File: config.mk
export PLATFORM = sky130hd
export DESIGN_NAME = pcc_top
export DESIGN_NICKNAME = d
export VERILOG_FILES = /design/src/logic/pcc_pkg.sv /design/src/logic/pcc_top.sv
export VERILOG_INCLUDE_DIRS = /design/src /design/src/logic
export SDC_FILE = /design/constraint.sdc
export NUM_CORES = 1
export LEC_CHECK = 0
export BUFFER_PORTS_ARGS = -buffer_cell sky130_fd_sc_hd__buf_2
export CORE_MARGIN = 2
export CORE_UTILIZATION = 45
export CTS_BUF_LIST = sky130_fd_sc_hd__clkbuf_2
export DETAILED_ROUTE_END_ITERATION = 6
export MAX_ROUTING_LAYER = met4
export PLACE_DENSITY = 0.75
export SETUP_SLACK_MARGIN = 0.4
export SYNTH_ARGS = -nofsm -noshare
export SYNTH_HDL_FRONTEND = slang
export SYNTH_SLANG_ARGS = --single-unit
export TNS_END_PERCENT = 30
File: constraint.sdc
create_clock -name sys_clk_i -period 4 [get_ports sys_clk_i]
set_clock_uncertainty 0.05 [all_clocks]
set_input_delay 0.2 -clock sys_clk_i [delete_from_list [all_inputs] [get_ports sys_clk_i]]
set_output_delay 0.2 -clock sys_clk_i [all_outputs]
set_load 0.03 [all_outputs]
File: src/logic/pcc_defines.svh
`ifndef PCC_DEFINES_SVH
`define PCC_DEFINES_SVH
// Register byte offsets
`define PCC_OFS_CH1_RUN   12'hb04
`define PCC_OFS_CH2_RUN   12'hb06
`define PCC_OFS_CH3_RUN   12'hb18
`define PCC_OFS_CH4_RUN   12'hb1a
`define PCC_OFS_GROUP_RUN 12'hb2c
`define PCC_OFS_STATUS    12'hb30
`define PCC_OFS_CRIT1     12'hb40
// Spacing between per-channel criterion selects
`define PCC_ADDR_STRIDE   12'h002
// Limits and resets
`define PCC_RUN_MAX       16'h0003
`define PCC_GROUP_MAX     16'h000f
`define PCC_CRIT_MAX      16'h0005
`define PCC_RST_VAL       16'h0000
`define PCC_NUM_CH        4
`endif

File: src/logic/pcc_pkg.sv
package pcc_pkg;
  typedef enum logic [1:0] {
    PCC_RUN_HOLD = 2'b00,
    PCC_RUN_ON   = 2'b01,
    PCC_RUN_CLR  = 2'b10,
    PCC_RUN_SET  = 2'b11
  } pcc_run_t;

  typedef enum logic [2:0] {
    PCC_CRIT_GE      = 3'b000,
    PCC_CRIT_LE      = 3'b001,
    PCC_CRIT_IN_BAS  = 3'b010,
    PCC_CRIT_OUT_BAS = 3'b011,
    PCC_CRIT_IN_EXT  = 3'b100,
    PCC_CRIT_OUT_EXT = 3'b101
  } pcc_crit_t;

  typedef struct packed {
    logic        wr;
    logic        rd;
    logic [11:0] addr;
    logic [15:0] wdata;
  } pcc_bus_t;

  typedef struct packed {
    logic signed [31:0] val_a;
    logic signed [31:0] val_b;
  } pcc_cmp_t;

  typedef struct packed {
    pcc_run_t  [3:0] run;
    pcc_crit_t [3:0] crit;
    logic      [3:0] group;
    logic      [3:0] status;
    logic     [15:0] rdata;
    logic            rvalid;
  } pcc_state_t;
endpackage

File: src/logic/pcc_top.sv
`timescale 1ns/100ps
`include "pcc_defines.svh"
module pcc_top
  import pcc_pkg::*;
(
  // Clock and reset
  input  wire logic                sys_clk_i,
  input  wire logic                rst_i,
  // Parameter access
  input  wire pcc_bus_t            bus_i,
  output logic              [15:0] rdata_o,
  output logic                     rvalid_o,
  // Actual position and comparison values
  input  wire logic signed  [31:0] pos_i,
  input  wire pcc_cmp_t      [3:0] cmp_i,
  // Channel status
  output logic               [3:0] status_o
);

  pcc_state_t q;
  pcc_state_t next_q;

  // ==========================================================
  // Criterion evaluation
  function automatic logic crit_met(input pcc_crit_t c, input logic signed [31:0] p,
                                    input pcc_cmp_t v);
    logic inside_ab;
    inside_ab = (p >= v.val_a) && (p <= v.val_b);
    unique case (c)
      PCC_CRIT_GE:      crit_met = (p >= v.val_a);
      PCC_CRIT_LE:      crit_met = (p <= v.val_a);
      PCC_CRIT_IN_BAS,
      PCC_CRIT_IN_EXT:  crit_met = inside_ab;
      PCC_CRIT_OUT_BAS,
      PCC_CRIT_OUT_EXT: crit_met = (p < v.val_a) || (p > v.val_b);
      default:          crit_met = 1'b0;
    endcase
  endfunction

  // Criterion select address of one channel
  function automatic logic is_crit_addr(input logic [11:0] a, input int idx);
    is_crit_addr = (a == (`PCC_OFS_CRIT1 + 12'(`PCC_ADDR_STRIDE * idx)));
  endfunction

  // Run value inside the accepted range
  function automatic logic run_ok(input logic [15:0] w);
    run_ok = (w <= `PCC_RUN_MAX);
  endfunction

  // Criterion value inside the accepted range
  function automatic logic crit_ok(input logic [15:0] w);
    crit_ok = (w <= `PCC_CRIT_MAX);
  endfunction

  // ==========================================================
  // Next state
  always_comb begin
    next_q        = q;
    next_q.rvalid = 1'b0;
    if (bus_i.wr) begin
      for (int i = 0; i < `PCC_NUM_CH; i++) begin
        if (is_crit_addr(bus_i.addr, i) && crit_ok(bus_i.wdata)) begin
          next_q.crit[i] = pcc_crit_t'(bus_i.wdata[2:0]);
        end
      end
      unique case (bus_i.addr)
        `PCC_OFS_CH1_RUN: begin
          if (run_ok(bus_i.wdata)) begin
            next_q.run[0] = pcc_run_t'(bus_i.wdata[1:0]);
          end
        end
        `PCC_OFS_CH2_RUN: begin
          if (run_ok(bus_i.wdata)) begin
            next_q.run[1] = pcc_run_t'(bus_i.wdata[1:0]);
          end
        end
        `PCC_OFS_CH3_RUN: begin
          if (run_ok(bus_i.wdata)) begin
            next_q.run[2] = pcc_run_t'(bus_i.wdata[1:0]);
          end
        end
        `PCC_OFS_CH4_RUN: begin
          if (run_ok(bus_i.wdata)) begin
            next_q.run[3] = pcc_run_t'(bus_i.wdata[1:0]);
          end
        end
        `PCC_OFS_GROUP_RUN: begin
          if (bus_i.wdata <= `PCC_GROUP_MAX) begin
            next_q.group = bus_i.wdata[3:0];
            for (int i = 0; i < `PCC_NUM_CH; i++) begin
              next_q.run[i] = bus_i.wdata[i] ? PCC_RUN_ON : PCC_RUN_HOLD;
            end
          end
        end
        default: ;
      endcase
    end
    // Status acts on the run control as it stands after this cycle's write, and on the criterion as registered before it
    for (int i = 0; i < `PCC_NUM_CH; i++) begin
      unique case (next_q.run[i])
        PCC_RUN_HOLD: next_q.status[i] = q.status[i];
        PCC_RUN_ON:   next_q.status[i] = crit_met(q.crit[i], pos_i, cmp_i[i]);
        PCC_RUN_CLR:  next_q.status[i] = 1'b0;
        PCC_RUN_SET:  next_q.status[i] = 1'b1;
      endcase
    end
    if (bus_i.rd) begin
      next_q.rvalid = 1'b1;
      next_q.rdata  = 16'h0000;
      for (int i = 0; i < `PCC_NUM_CH; i++) begin
        if (is_crit_addr(bus_i.addr, i)) begin
          next_q.rdata = {13'h0, q.crit[i]};
        end
      end
      unique case (bus_i.addr)
        `PCC_OFS_CH1_RUN:   next_q.rdata = {14'h0, q.run[0]};
        `PCC_OFS_CH2_RUN:   next_q.rdata = {14'h0, q.run[1]};
        `PCC_OFS_CH3_RUN:   next_q.rdata = {14'h0, q.run[2]};
        `PCC_OFS_CH4_RUN:   next_q.rdata = {14'h0, q.run[3]};
        `PCC_OFS_GROUP_RUN: next_q.rdata = {12'h000, q.group};
        `PCC_OFS_STATUS:    next_q.rdata = {12'h000, q.status};
        default: ;
      endcase
    end
  end

  // ==========================================================
  // State register
  always_ff @(posedge sys_clk_i or posedge rst_i) begin
    if (rst_i) begin
      q <= '0;
    end else begin
      q <= next_q;
    end
  end

  assign rdata_o  = q.rdata;
  assign rvalid_o = q.rvalid;
  assign status_o = q.status;

  // ==========================================================
  // Checks
  hold_state_a: assert property (@(posedge sys_clk_i) disable iff (rst_i)
    (next_q.run[0] == PCC_RUN_HOLD) |=> $stable(status_o[0]))
    else $error("Held status changed");
  hold_ch2_a: assert property (@(posedge sys_clk_i) disable iff (rst_i)
    (next_q.run[1] == PCC_RUN_HOLD) |=> $stable(status_o[1]))
    else $error("Held status changed");
  hold_ch3_a: assert property (@(posedge sys_clk_i) disable iff (rst_i)
    (next_q.run[2] == PCC_RUN_HOLD) |=> $stable(status_o[2]))
    else $error("Held status changed");
  hold_ch4_a: assert property (@(posedge sys_clk_i) disable iff (rst_i)
    (next_q.run[3] == PCC_RUN_HOLD) |=> $stable(status_o[3]))
    else $error("Held status changed");
  run_ch1_a: assert property (@(posedge sys_clk_i) disable iff (rst_i)
    (next_q.run[0] == PCC_RUN_ON) |=> status_o[0] == $past(crit_met(q.crit[0], pos_i, cmp_i[0])))
    else $error("Running status wrong");
  run_follow_a: assert property (@(posedge sys_clk_i) disable iff (rst_i)
    (next_q.run[1] == PCC_RUN_ON) |=> status_o[1] == $past(crit_met(q.crit[1], pos_i, cmp_i[1])))
    else $error("Running status wrong");
  run_ch3_a: assert property (@(posedge sys_clk_i) disable iff (rst_i)
    (next_q.run[2] == PCC_RUN_ON) |=> status_o[2] == $past(crit_met(q.crit[2], pos_i, cmp_i[2])))
    else $error("Running status wrong");
  run_ch4_a: assert property (@(posedge sys_clk_i) disable iff (rst_i)
    (next_q.run[3] == PCC_RUN_ON) |=> status_o[3] == $past(crit_met(q.crit[3], pos_i, cmp_i[3])))
    else $error("Running status wrong");
  clear_ch1_a: assert property (@(posedge sys_clk_i) disable iff (rst_i)
    (q.run[0] == PCC_RUN_CLR) |-> !status_o[0])
    else $error("Forced zero missing");
  clear_ch2_a: assert property (@(posedge sys_clk_i) disable iff (rst_i)
    (q.run[1] == PCC_RUN_CLR) |-> !status_o[1])
    else $error("Forced zero missing");
  force_zero_a: assert property (@(posedge sys_clk_i) disable iff (rst_i)
    (q.run[2] == PCC_RUN_CLR) |-> !status_o[2])
    else $error("Forced zero missing");
  clear_ch4_a: assert property (@(posedge sys_clk_i) disable iff (rst_i)
    (q.run[3] == PCC_RUN_CLR) |-> !status_o[3])
    else $error("Forced zero missing");
  set_ch1_a: assert property (@(posedge sys_clk_i) disable iff (rst_i)
    (q.run[0] == PCC_RUN_SET) |-> status_o[0])
    else $error("Forced one missing");
  set_ch2_a: assert property (@(posedge sys_clk_i) disable iff (rst_i)
    (q.run[1] == PCC_RUN_SET) |-> status_o[1])
    else $error("Forced one missing");
  set_ch3_a: assert property (@(posedge sys_clk_i) disable iff (rst_i)
    (q.run[2] == PCC_RUN_SET) |-> status_o[2])
    else $error("Forced one missing");
  force_one_a: assert property (@(posedge sys_clk_i) disable iff (rst_i)
    (q.run[3] == PCC_RUN_SET) |-> status_o[3])
    else $error("Forced one missing");

  // ==========================================================
  // Checks: register writes
  write_now_a: assert property (@(posedge sys_clk_i) disable iff (rst_i)
    (bus_i.wr && bus_i.addr == `PCC_OFS_CH1_RUN && bus_i.wdata == 16'(PCC_RUN_SET)) |=> status_o[0])
    else $error("Write not immediate");
  run_take_a: assert property (@(posedge sys_clk_i) disable iff (rst_i)
    (bus_i.wr && bus_i.addr == `PCC_OFS_CH3_RUN && run_ok(bus_i.wdata)) |=> q.run[2] == $past(bus_i.wdata[1:0]))
    else $error("Run value not taken");
  run_range_a: assert property (@(posedge sys_clk_i) disable iff (rst_i)
    (bus_i.wr && bus_i.addr == `PCC_OFS_CH2_RUN && bus_i.wdata > `PCC_RUN_MAX) |=> $stable(q.run[1]))
    else $error("Bad run value taken");
  run_range_ch4_a: assert property (@(posedge sys_clk_i) disable iff (rst_i)
    (bus_i.wr && bus_i.addr == `PCC_OFS_CH4_RUN && !run_ok(bus_i.wdata)) |=> $stable(q.run[3]))
    else $error("Bad run value taken");
  crit_take_a: assert property (@(posedge sys_clk_i) disable iff (rst_i)
    (bus_i.wr && bus_i.addr == `PCC_OFS_CRIT1 && crit_ok(bus_i.wdata)) |=> q.crit[0] == $past(bus_i.wdata[2:0]))
    else $error("Criterion not taken");
  crit_range_a: assert property (@(posedge sys_clk_i) disable iff (rst_i)
    (bus_i.wr && bus_i.addr == `PCC_OFS_CRIT1 && !crit_ok(bus_i.wdata)) |=> $stable(q.crit[0]))
    else $error("Bad criterion taken");
  group_take_a: assert property (@(posedge sys_clk_i) disable iff (rst_i)
    (bus_i.wr && bus_i.addr == `PCC_OFS_GROUP_RUN && bus_i.wdata <= `PCC_GROUP_MAX)
    |=> q.group == $past(bus_i.wdata[3:0]))
    else $error("Group value not taken");
  group_range_a: assert property (@(posedge sys_clk_i) disable iff (rst_i)
    (bus_i.wr && bus_i.addr == `PCC_OFS_GROUP_RUN && bus_i.wdata > `PCC_GROUP_MAX)
    |=> $stable(q.group) && $stable(q.run))
    else $error("Bad group value taken");
  group_ch1_a: assert property (@(posedge sys_clk_i) disable iff (rst_i)
    (bus_i.wr && bus_i.addr == `PCC_OFS_GROUP_RUN && bus_i.wdata <= `PCC_GROUP_MAX)
    |=> q.run[0] == ($past(bus_i.wdata[0]) ? PCC_RUN_ON : PCC_RUN_HOLD))
    else $error("Group mask decode wrong");
  group_map_a: assert property (@(posedge sys_clk_i) disable iff (rst_i)
    (bus_i.wr && bus_i.addr == `PCC_OFS_GROUP_RUN && bus_i.wdata <= `PCC_GROUP_MAX)
    |=> q.run[2] == ($past(bus_i.wdata[2]) ? PCC_RUN_ON : PCC_RUN_HOLD))
    else $error("Group mask decode wrong");
  group_ch4_a: assert property (@(posedge sys_clk_i) disable iff (rst_i)
    (bus_i.wr && bus_i.addr == `PCC_OFS_GROUP_RUN && bus_i.wdata <= `PCC_GROUP_MAX)
    |=> q.run[3] == ($past(bus_i.wdata[3]) ? PCC_RUN_ON : PCC_RUN_HOLD))
    else $error("Group mask decode wrong");

  // ==========================================================
  // Checks: register reads
  run_read_a: assert property (@(posedge sys_clk_i) disable iff (rst_i)
    (bus_i.rd && bus_i.addr == `PCC_OFS_CH4_RUN) |=> rdata_o == {14'h0, $past(q.run[3])})
    else $error("Run read wrong");
  status_read_a: assert property (@(posedge sys_clk_i) disable iff (rst_i)
    (bus_i.rd && bus_i.addr == `PCC_OFS_STATUS) |=> rdata_o == {12'h000, $past(status_o)} && rvalid_o)
    else $error("Status read wrong");
  read_pulse_a: assert property (@(posedge sys_clk_i) disable iff (rst_i)
    bus_i.rd |=> rvalid_o)
    else $error("Read not answered");
  idle_pulse_a: assert property (@(posedge sys_clk_i) disable iff (rst_i)
    !bus_i.rd |=> !rvalid_o)
    else $error("Answer without read");

endmodule

After elaboration in Yosys (flattened, before gate mapping):

Index checks and enable logic that the tools add are counted.

* mux-type cells: 34
* reductions and logical operators: 33
* equality and inequality tests: 42
* $lt $le $gt $ge: 23

Operators with widths (count)
* less-or-equal comparator 32 bit: 8
* greater-or-equal comparator 32 bit: 4
* greater-than comparator 32 bit: 4
* < comparator 32 bit: 4
* == test 12 bit, second input constant: 10
* case mux 16 bit (6 select lines): 1
* 2-to-1 mux 16 bit: 3
* == test 3 x 2 -> 1 bit, second input constant: 8
* == test 3 bit, second input constant: 8
* 2-to-1 mux 24 bit: 1
* == test 2 bit, second input constant: 8
* less-or-equal comparator 16 x 2 -> 1 bit, second input constant: 1
* less-or-equal comparator 16 x 3 -> 1 bit, second input constant: 1
* less-or-equal comparator 16 x 4 -> 1 bit, second input constant: 1
* case mux 1 bit (4 select lines): 4
* case mux 2 bit (2 select lines): 4
* OR reduction 2 bit: 8
* 2-to-1 mux 3 bit: 5
* == test 3 x 1 -> 1 bit, second input constant: 4
* zero test 3 bit: 4
* case mux 1 bit (3 select lines): 4
* == test 2 x 1 -> 1 bit, second input constant: 4
* logical AND 1 bit: 8
* zero test 2 bit: 4
* other kinds (7): 21

* flip-flop bits (word level): 45
* output and inout bits: 21
* input bits: 320
* word-level logic and storage cells: 147

Depth between registers and ports, before layout:

Gate-level depths: netlist (run 1).

* word-level depth: 6
* gate-level depth with buffers: 12
* depth with buffers taken out: 11

Worst setup path before layout (run 1):

Ideal clock, no wire load.

* kind: input port to flip-flop
* start point: input port cmp_i[201] in the netlist's numbering
* end point: register q (netlist bit status_o[3])
* arrival time: 2240 ps
* library setup time: 86 ps
* setup slack: 1624 ps
* cell stages on the path: 11
* buffers on the path: 0
* cell sequence: inv_1 > ha_1 > a21o_1 > a21o_1 > a221oi_1 > o211ai_1 > a211oi_1 > mux2_1 > a221oi_1 > o22ai_1 > a32oi_1

* word-level cells in the longest chain between the ends: 4
* elaborated cells between the ends (all ways): 6

RTL lines
* from (decl): RTL line pcc_top.sv:15 `input wire pcc_cmp_t [3:0] cmp_i,`
* greater-than comparator 32 bit or less-or-equal comparator 32 bit (tied branches): RTL line pcc_top.sv:35, pcc_top.sv:28
* logical OR 1 bit or logical AND 1 bit (tied branches): RTL line pcc_top.sv:35, pcc_top.sv:28
* case mux 1 bit (4 select lines) *: RTL line pcc_top.sv:29 `unique case (c)`
* case mux 1 bit (3 select lines) *: RTL line pcc_top.sv:100 `unique case (next_q.run[i])`
* to (signal assigned): RTL line pcc_top.sv:133 `q <= next_q;`
* to (decl): RTL line pcc_top.sv:20 `pcc_state_t q;`

Mark *: on every way between the ends. The rest lies on a longest branch, timed or not.
A chain may end at the register's enable or synchronous reset.

Worst setup path in the final report (run 1):

* start point: input port pos_i[9]
* end point: register q (netlist bit status_o[3])

* word-level cells in the longest chain between the ends: 4
* elaborated cells between the ends (all ways): 9

RTL lines
* from (decl): RTL line pcc_top.sv:14 `input wire logic signed [31:0] pos_i,`
* < comparator 32 bit, or another cell as far along: RTL line pcc_top.sv:35 `PCC_CRIT_OUT_EXT: crit_met = (p < v.val_a) || (p > v.val_b);`
* logical OR 1 bit or logical AND 1 bit (tied branches): RTL line pcc_top.sv:35, pcc_top.sv:28
* case mux 1 bit (4 select lines) *: RTL line pcc_top.sv:29
* case mux 1 bit (3 select lines) *: RTL line pcc_top.sv:100

Marked as above.

==> results.json, run 1 <==
{
  "cts_buffers": 5,
  "fin_crit_ps": 2560,
  "crit_fanout": 8,
  "drive_gt1_frac": 0.251,
  "grt_use_total": 0.279,
  "crit_arrival_ps": 2820,
  "hold_violations": 0,
  "clock_latency_ps": 380,
  "place.port_buffers": 328,
  "fmax_ghz": 0.390,
  "intPower_mw": 0.770,
  "r2r_start": "q[33]$_DFFE_PP0P_",
  "power.switching_mw": 0.609,
  "cts_buffer_depth": 2,
  "grt_pass1_vias": 9009,
  "globalRouteOverflowTotal": 0,
  "pwr_density_cell_nw_per_um2": 132,
  "tightest_slew_ps": 677,
  "antenna_cells": 0,
  "startpoint_type": "input pin",
  "grt_pass1_wl_um": 43700,
  "critPathRequiredTime_ps": 4260,
  "min_period_over_period": 0.640,
  "swShare": 0.441,
  "cts_resized": 0,
  "antenna_found_initial": 0,
  "initial_core_util": 0.460,
  "vias_per_cell": 5.42,
  "synth_most_common_cell": "inv_1",
  "crit_path_start": "pos_i[9]",
  "yosys.area.top_type": "ha_1",
  "drv_cap": 0,
  "fin_tns_setup_ps": 0,
  "async_reset_ff_frac": 1.00,
  "nFillCells": 1824,
  "antenna_left": 0,
  "clk_pin_slew_ps": 170,
  "vdd_drop_max_uv": 72.9,
  "synth_common_cells": "inv_1, ha_1, a21oi_1",
  "postCtsSetupBuffers": 0,
  "rsz0062_at_grt": "no",
  "status": "finished clean",
  "grt_max_degree": 34,
  "synthTopCellsByArea": "ha_1, inv_1, dfrtp_1",
  "h-tree-depth": 2,
  "ys_types": 63,
  "dr.pass1.iters": 4,
  "synth_edf_count": 0,
  "yosys_warnings": 0,
  "die_area_um2": 20300,
  "critPathKind": "input pin to register",
  "seq_power_share": 0.246,
  "holdCritPathClass": "input pin to register",
  "wl_um": 28100,
  "core_um2": 18800,
  "finalSetupViolCount": 0,
  "drt_iter0_markers": 314,
  "final_cell_count_no_fill": 1697,
  "post-place-ws_ps": 1040,
  "clock_sinks": 33,
  "syn_area_per_cell_um2": 7.55,
  "dieWidth_um": 143,
  "clockPowerShare": 0.109,
  "syn_area_um2": 8630,
  "synth_flop_cell": "dfrtp_1",
  "cts.root.buffer_cell": "clkbuf_2",
  "hold_start": "bus_i[0]",
  "row_count": 50,
  "setup_ws_ps": 1440,
  "gp_routability_congestion": 0.937,
  "ios": 341,
  "cts_hold_buf": 2,
  "dp.cells": 1688,
  "cts_tree": "done",
  "syn2layout_area_growth_pct": 21.3,
  "synth_seq_cells": 33,
  "routedWlPerCell_um": 16.6,
  "synthCells": 1143,
  "nets": 2039,
  "power_frac_comb": 0.645,
  "ys_seq_area_frac": 0.0957,
  "synth_top_area_share": 0.371,
  "vias": 9198,
  "hpwl_um": 25400,
  "slew_headroom": 0.545,
  "slew_violations": 0,
  "leakagePower_nw": 6.44,
  "critPathCaptureType": "register",
  "drcViolationCount": 0,
  "die_h_um": 143
}
[critical path: stages]
cell	delay, ps
buf_2	170
ha_1	330
a21o_1	190
a21o_1	180
a221oi_1	310
o211ai_1	200
a211oi_1	320
mux2_1	370
a221oi_1	250
o22ai_1	110
a32oi_1	180
[sequential cells by signal (all words and copies together), names as in the netlist]
| register | cells |
|---|---|
| rvalid_o | 1 |
| rdata_o | 4 |
| q | 24 |
| status_o | 4 |
[power groups by stage]
| stage | Sequential (mW) | Clock, mW | Combinational [mW] |
|---|---|---|---|
| final | 0.339 | 0.151 | 0.889 |
| after CTS | 0.339 | 0.156 | 0.887 |
| after global placement | 0.345 | 0 | 0.856 |
| after global routing | 0.340 | 0.172 | 1.01 |
| after floorplan | 0.346 | 0 | 0.522 |
| after detailed placement | 0.345 | 0 | 0.881 |
[per-layer routing]
layer / wire [µm] / track usage
met1: 12300 / 0.335
met2: 13200 / 0.488
met3: 1770 / 0.0242
met4: 975 / 0.0980
met5: 0 / -
[cells by family (layout without fill, tap and decap cells)]
group	count (synthesis)	in the layout	synth area share
other cells	1	12	0.000434
simple gates	263	263	0.164
xor+xnor	2	2	0.00203
fa+ha+maj	256	256	0.371
flops	33	33	0.0957
compound gates	266	266	0.196
buf+inv	299	608	0.140
mux	23	23	0.0297
[worst paths after layout]
check                                     endpoint  slack (ps)  cells past startpoint
max                        status_o[3]$_DFFE_PP0P_        1440                     11
min in group asynchronous        q[31]$_DFFE_PP0P_         390                      4
max in group asynchronous          q[44]$_DFF_PP0_        3210                      4
max reg2reg                status_o[2]$_DFFE_PP0P_        2300                      7
min reg2reg                      q[22]$_DFFE_PP0P_         480                      1
min                              q[25]$_DFFE_PP0P_         100                      3
[layout by cell type (no fill, tap or decap), types with 3 or more instances in the layout]
master	synthesis	routed
nand2_1	71	71
o21ai_1	6	6
nand4_1	49	49
o21ai_0	35	35
a22oi_1	7	7
inv_1	270	270
nor2_1	28	28
a31oi_1	9	9
a21oi_1	106	106
and3_1	5	5
a22o_1	3	3
nand2b_1	7	7
mux2_2	20	20
ha_1	256	256
dfrtp_1	33	33
o211ai_1	17	17
and4_1	10	10
buf_2	2	328
nor2b_1	14	14
a221oi_1	11	11
nand3_1	33	33
or4b_1	3	3
nor4_1	18	18
clkbuf_2	0	6
nor3_1	10	10
conb_1	1	12
a211oi_1	11	11
a221o_1	4	4
a21o_1	32	32
nor4_2	3	3
[final cells by class]
class	count	area, µm²	area share
Tap cell	234	293	0.0280
Timing Repair Buffer	331	1670	0.159
Inverter	270	1010	0.0968
Clock buffer	6	30.0	0.00287
Sequential cell	33	826	0.0789
Clock inverter	1	3.75	0.000358
Multi-Input combinational cell	822	6640	0.634
[stage by stage]
| step | power (mW) | util | hold WS, ps | cell area [µm²] |
|---|---|---|---|---|
| final | 1.38 | 0.558 | 96.5 | 10500 |
| after global routing | 1.53 | 0.558 | 83.2 | 10500 |
| after CTS | 1.38 | 0.558 | 85.2 | 10500 |
| after detailed placement | 1.23 | 0.555 | 273 | 10400 |
| after global placement | 1.20 | 0.555 | 257 | 10400 |
| after floorplan | 0.868 | - | 181 | 8670 |
Note: power is estimated with default switching activity, not from simulation.
==> run 2, diff against run 1 <==
Clock period 4 ns to 2.6 ns, I/O delays scaled along.
==> results.json, run 2 (synthesis results as in run 1) <==
{
  "initial_core_util": 0.460,
  "dr.pass1.iters": 5,
  "final_cell_mix": "buf_2, inv_1, ha_1",
  "holdCritPathClass": "input pin to register",
  "drt_iter0_markers": 388,
  "antenna_found_initial": 4,
  "largest_reg_flops": 24,
  "row_count": 50,
  "crit_arrival_ps": 2480,
  "leakagePower_nw": 6.73,
  "dieWidth_um": 143,
  "slew_violations": 0,
  "antenna_left": 0,
  "h-tree-depth": 2,
  "vias": 9432,
  "hold_end": "q[25]$_DFFE_PP0P_",
  "fin_util": 0.594,
  "ios": 341,
  "die_area_um2": 20300,
  "syn2layout_area_growth_pct": 29.2,
  "cts.root.buffer_cell": "clkbuf_2",
  "min_period_over_period": 0.860,
  "cts_buffer_depth": 2,
  "reg2regPathDepth": 7,
  "clock_sinks": 33,
  "hold_violations": 0,
  "slew_headroom": 0.554,
  "hold_start": "bus_i[0]",
  "vdd_drop_max_uv": 102,
  "rsz0062_at_grt": "yes",
  "nets": 2083,
  "grt_pass1_wl_um": 45400,
  "nFillCells": 1779,
  "vias_per_cell": 5.40,
  "critPathRequiredTime_ps": 2850,
  "setup_ws_ps": 365,
  "top_register": "q",
  "startpoint_type": "input pin",
  "r2r-end": "status_o[2]$_DFFE_PP0P_",
  "pwr_density_cell_nw_per_um2": 201,
  "final_common_cell": "buf_2",
  "die_h_um": 143,
  "holdWs_ps": 25.6,
  "fmax_ghz": 0.447,
  "critPathKind": "input pin to register",
  "finalSetupViolCount": 0,
  "cts_tree": "done",
  "r2r_slack_ps": 930,
  "cts_buffers": 5,
  "gp_routability_congestion": 0.985,
  "drv_cap": 0,
  "clk_pin_slew_ps": 170,
  "hpwl_um": 26200,
  "wl_um": 29700,
  "status": "finished clean",
  "whs_path_depth": 3,
  "core_um2": 18800,
  "r2r_start": "q[33]$_DFFE_PP0P_",
  "fin_crit_ps": 2230,
  "grt_pass1_vias": 9354,
  "clock_latency_ps": 370,
  "routedWlPerCell_um": 17.0,
  "post-place-ws_ps": -175,
  "grt_use_total": 0.290,
  "grt_max_degree": 18,
  "crit_fanout": 8,
  "place.port_buffers": 328,
  "drive_gt1_frac": 0.294,
  "tightest_slew_ps": 669,
  "drcViolationCount": 0,
  "p_total_mw": 2.25,
  "critPathCaptureType": "register",
  "globalRouteOverflowTotal": 0
}
==> run 2: cell types whose count changed in the layout (fill, tap and decap cells not counted), moves of 4 or more <==
cell / change
ha_4: +11
nor4_1: -4
ha_1: -12
inv_1: -7
a221oi_1: -5
buf_4: +44
inv_2: +5
buf_2: -7
buf_12: +4
a221oi_2: +5
diode_2: +4
==> run 2: worst max path at each step <==
| stage | startpoint | depth (start not counted) | slack [ps] | to |
|---|---|---|---|---|
| 2_1_floorplan | cmp_i[161] | 11 | 360 | status_o[2]$_DFFE_PP0P_ |
| 3_3_place_gp | pos_i[31] | 12 | -50 | status_o[1]$_DFFE_PP0P_ |
| 3_5_place_dp | pos_i[10] | 12 | -180 | status_o[3]$_DFFE_PP0P_ |
| 4_1_cts | pos_i[11] | 11 | 340 | status_o[3]$_DFFE_PP0P_ |
| 5_1_grt | pos_i[4] | 11 | 250 | status_o[3]$_DFFE_PP0P_ |
| 6_report | pos_i[14] | 11 | 370 | status_o[0]$_DFFE_PP0P_ |
==> run 2: power breakdown <==
group | leakage [nW] | switching [mW] | total (mW) | internal [mW]
Sequential | 0.448 | 0.00265 | 0.521 | 0.519
Clock | 0.0278 | 0.168 | 0.227 | 0.0588
Combinational | 6.25 | 0.819 | 1.50 | 0.680
==> run 2: layout make-up <==
class	count	area, µm²	area share
antenna	4	10.0	0.000897
clock buffer	5	25.0	0.00224
sequential	33	826	0.0740
tap	234	293	0.0263
multi-input combinational	822	6880	0.617
inverter	270	1030	0.0923
clock inverter	3	12.5	0.00112
timing repair buffer	375	2080	0.186
==> run 2: what timing repair did <==
item,4_1_cts,5_1_grt
pin swaps,10,17
cloned,0,0
buffers inserted,0,6
setup endpoints to repair,4,4
resized for setup,25,19
hold buffers,2,0
hold endpoints to repair,17,0
==> run 2: routing by layer <==
layer	global-route usage	vias to the layer above	routed length (µm)
li1	-	4762	-
met1	0.341	4177	12400
met2	0.510	427	14100
met3	0.0397	66	2250
met4	0.0912	0	960
met5	-	-	0
==> run 2: stage by stage <==
| stage | instance area (µm²) | TNS [ps] | std cells |
|---|---|---|---|
| after detailed placement | 10800 | -377 | 1726 |
| after floorplan | 8730 | 0 | 1154 |
| after global routing | 11200 | 0 | 1746 |
| final | 11200 | 0 | 1746 |
| after CTS | 11000 | 0 | 1736 |
| after global placement | 10800 | -103 | 1726 |
==> run 2: worst max-delay path, stage by stage <==
cell and delay, ps:
buf_2 170, ha_1 350, nand4_1 170, nor3_1 110, a21boi_1 140, or4b_4 540
a221oi_2 240, buf_4 150, nor3_1 40, a221o_1 310, a31oi_1 120
==> run 3, diff against run 2 <==
--- a/config.mk
+++ b/config.mk
@@ -15,3 +15,2 @@
 export PLACE_DENSITY = 0.75
-export SETUP_SLACK_MARGIN = 0.4
 export SYNTH_ARGS = -nofsm -noshare
==> constraint.sdc (replaced) <==
create_clock -name sys_clk_i -period 2.37 [get_ports sys_clk_i]
set_clock_uncertainty 0.05 [all_clocks]
set_input_delay 0.474 -clock sys_clk_i [delete_from_list [all_inputs] [get_ports sys_clk_i]]
set_output_delay 0.474 -clock sys_clk_i [all_outputs]
set_load 0.03 [all_outputs]
==> results.json, run 3 (synthesis results as in run 1) <==
{
  "status": "complete, but fails checks",
  "violations": "negative setup slack",
  "grt_use_total": 0.302,
  "power_frac_comb": 0.659,
  "hold_violations": 0,
  "final_cell_mix": "buf_2, inv_1, ha_1",
  "drive_gt1_frac": 0.355,
  "holdCritPathClass": "input pin to async pin",
  "cts.root.buffer_cell": "clkbuf_2",
  "crit_arrival_ps": 2860,
  "holdWs_ps": 79.7,
  "r2r_start": "q[26]$_DFFE_PP0P_",
  "grt_pass1_wl_um": 47200,
  "crit_path_start": "pos_i[31]",
  "crit_top_cell": "a22oi_2",
  "clockPowerShare": 0.137,
  "cts_buffers": 5,
  "critPathRequiredTime_ps": 2630,
  "power.switching_mw": 1.16,
  "die_h_um": 143,
  "row_count": 50,
  "cp-endpoint": "status_o[2]$_DFFE_PP0P_",
  "vias": 9868,
  "globalRouteOverflowTotal": 0,
  "hpwl_um": 27100,
  "post-place-ws_ps": -770,
  "clock_sinks": 33,
  "critPathKind": "input pin to register",
  "tightest_slew_ps": 508,
  "slew_violations": 0,
  "place.port_buffers": 328,
  "rsz0062_at_grt": "yes",
  "r2r_slack_ps": 620,
  "wl_um": 31100,
  "r2r-end": "status_o[0]$_DFFE_PP0P_",
  "pwr_density_cell_nw_per_um2": 229,
  "h-tree-depth": 2,
  "min_period_over_period": 1.09,
  "vias_per_cell": 5.32,
  "cts_tree": "done",
  "cts_hold_buf": 0,
  "finalSetupViolCount": 4,
  "final_common_cell": "buf_2",
  "largest_reg_flops": 24,
  "drt_iter0_markers": 415,
  "routedWlPerCell_um": 16.8,
  "dieWidth_um": 143,
  "fmax_ghz": 0.386,
  "fin_crit_ps": 2590,
  "slew_headroom": 0.658,
  "crit_path_cell_trace": "buf_2 > buf_4 > ha_1 > nand4_1 > o221ai_1 > a211oi_1 > nor2_1 > a221o_1 > and3_4 > a22oi_2 > o211ai_1 > a22oi_2",
  "critPathMaxStageDelay_ps": 340,
  "grt_pass1_vias": 9825,
  "swShare": 0.415,
  "core_um2": 18800,
  "dr.pass1.iters": 4,
  "reg2regPathDepth": 6,
  "drcViolationCount": 0,
  "startpoint_type": "input pin",
  "critPathCaptureType": "register",
  "seq_power_share": 0.204,
  "slowest_stage": "ha_1",
  "syn2layout_area_growth_pct": 42.1,
  "clk_pin_slew_ps": 200,
  "antenna_left": 0,
  "cts_buffer_depth": 2,
  "nets": 2192,
  "p_total_mw": 2.81,
  "ios": 341,
  "initial_core_util": 0.460,
  "antenna_found_initial": 2,
  "crit_fanout": 6,
  "regArea_um2": 826,
  "nFillCells": 1642,
  "gp_routability_congestion": 0.957,
  "top_register": "q",
  "drv_cap": 0,
  "intPower_mw": 1.64,
  "leakagePower_nw": 7.29,
  "grt_max_degree": 34,
  "clock_latency_ps": 390,
  "die_area_um2": 20300,
  "multi_input_area_um2": 7060,
  "vdd_drop_max_uv": 169,
  "setup_ws_ps": -222
}
-- run 3: cell types whose count changed in the layout (fill, tap and decap cells not counted), moves of 3 or more --
cell,delta
a21oi_1,-3
nor4_2,+4
ha_4,+11
inv_2,-4
buf_6,+12
ha_1,-11
buf_4,+97
inv_1,+3
a21oi_2,+3
-- run 3: routing by layer --
metal  global-route usage  up-vias  part of all wire
met3               0.0330       54             0.066
met1                0.352     4441              0.42
met4               0.0849        0             0.027
met2                0.546      399              0.49
li1                     -     4974                 -
met5                    -        -                 0
-- run 3: how the worst min path moves through the flow --
stage,endpoint,slack [ps],cells after the start,from
2_1_floorplan,q[21]$_DFFE_PP0P_,430,1,q[21]$_DFFE_PP0P_
3_3_place_gp,q[24]$_DFFE_PP0P_,440,1,q[24]$_DFFE_PP0P_
3_5_place_dp,q[24]$_DFFE_PP0P_,450,1,q[24]$_DFFE_PP0P_
4_1_cts,q[21]$_DFFE_PP0P_,100,3,rst_i
5_1_grt,q[23]$_DFFE_PP0P_,120,3,rst_i
6_report,q[23]$_DFFE_PP0P_,80,3,rst_i
-- run 3: worst max-delay path: cells and delay by family --
kind,cells,cell delay [ps]
buffers and inverters,2,320
adders and majority gates,1,340
AOI/OAI and AO/OA,6,1180
and+or+nand+nor,3,530
-- run 3: power groups by stage --
stage,clock (mW),combinational (mW),sequential [mW]
final,0.386,1.85,0.572
after global routing,0.409,2.07,0.573
after CTS,0.386,1.76,0.572
after global placement,0,1.65,0.582
after detailed placement,0,1.70,0.582
after floorplan,0,0.890,0.584
-- run 3: what timing repair did --
item / in CTS / in global routing
pin swaps: 21 / 30
endpoints found under the setup margin: 4 / 4
buffers inserted: 3 / 6
gates resized for setup: 39 / 43
-- run 3: cell type report --
class                      instances  area share
antenna                            3    0.000612
clock buffer                       6     0.00245
clock inverter                     2     0.00275
inverter                         270      0.0841
multi-input combinational        822       0.576
sequential                        33      0.0673
tap                              234      0.0239
timing repair buffer             484       0.243
-- run 3: stage by stage --
| stage | setup TNS (ps) | utilization | std cells | cell area [µm²] |
|---|---|---|---|---|
| floorplan | -776 | - | 1154 | 8730 |
| global placement | -2880 | 0.620 | 1834 | 11600 |
| detailed placement | -3080 | 0.620 | 1834 | 11600 |
| CTS | -826 | 0.637 | 1845 | 12000 |
| global route | -1210 | 0.653 | 1853 | 12300 |
| finish | -816 | 0.654 | 1854 | 12300 |
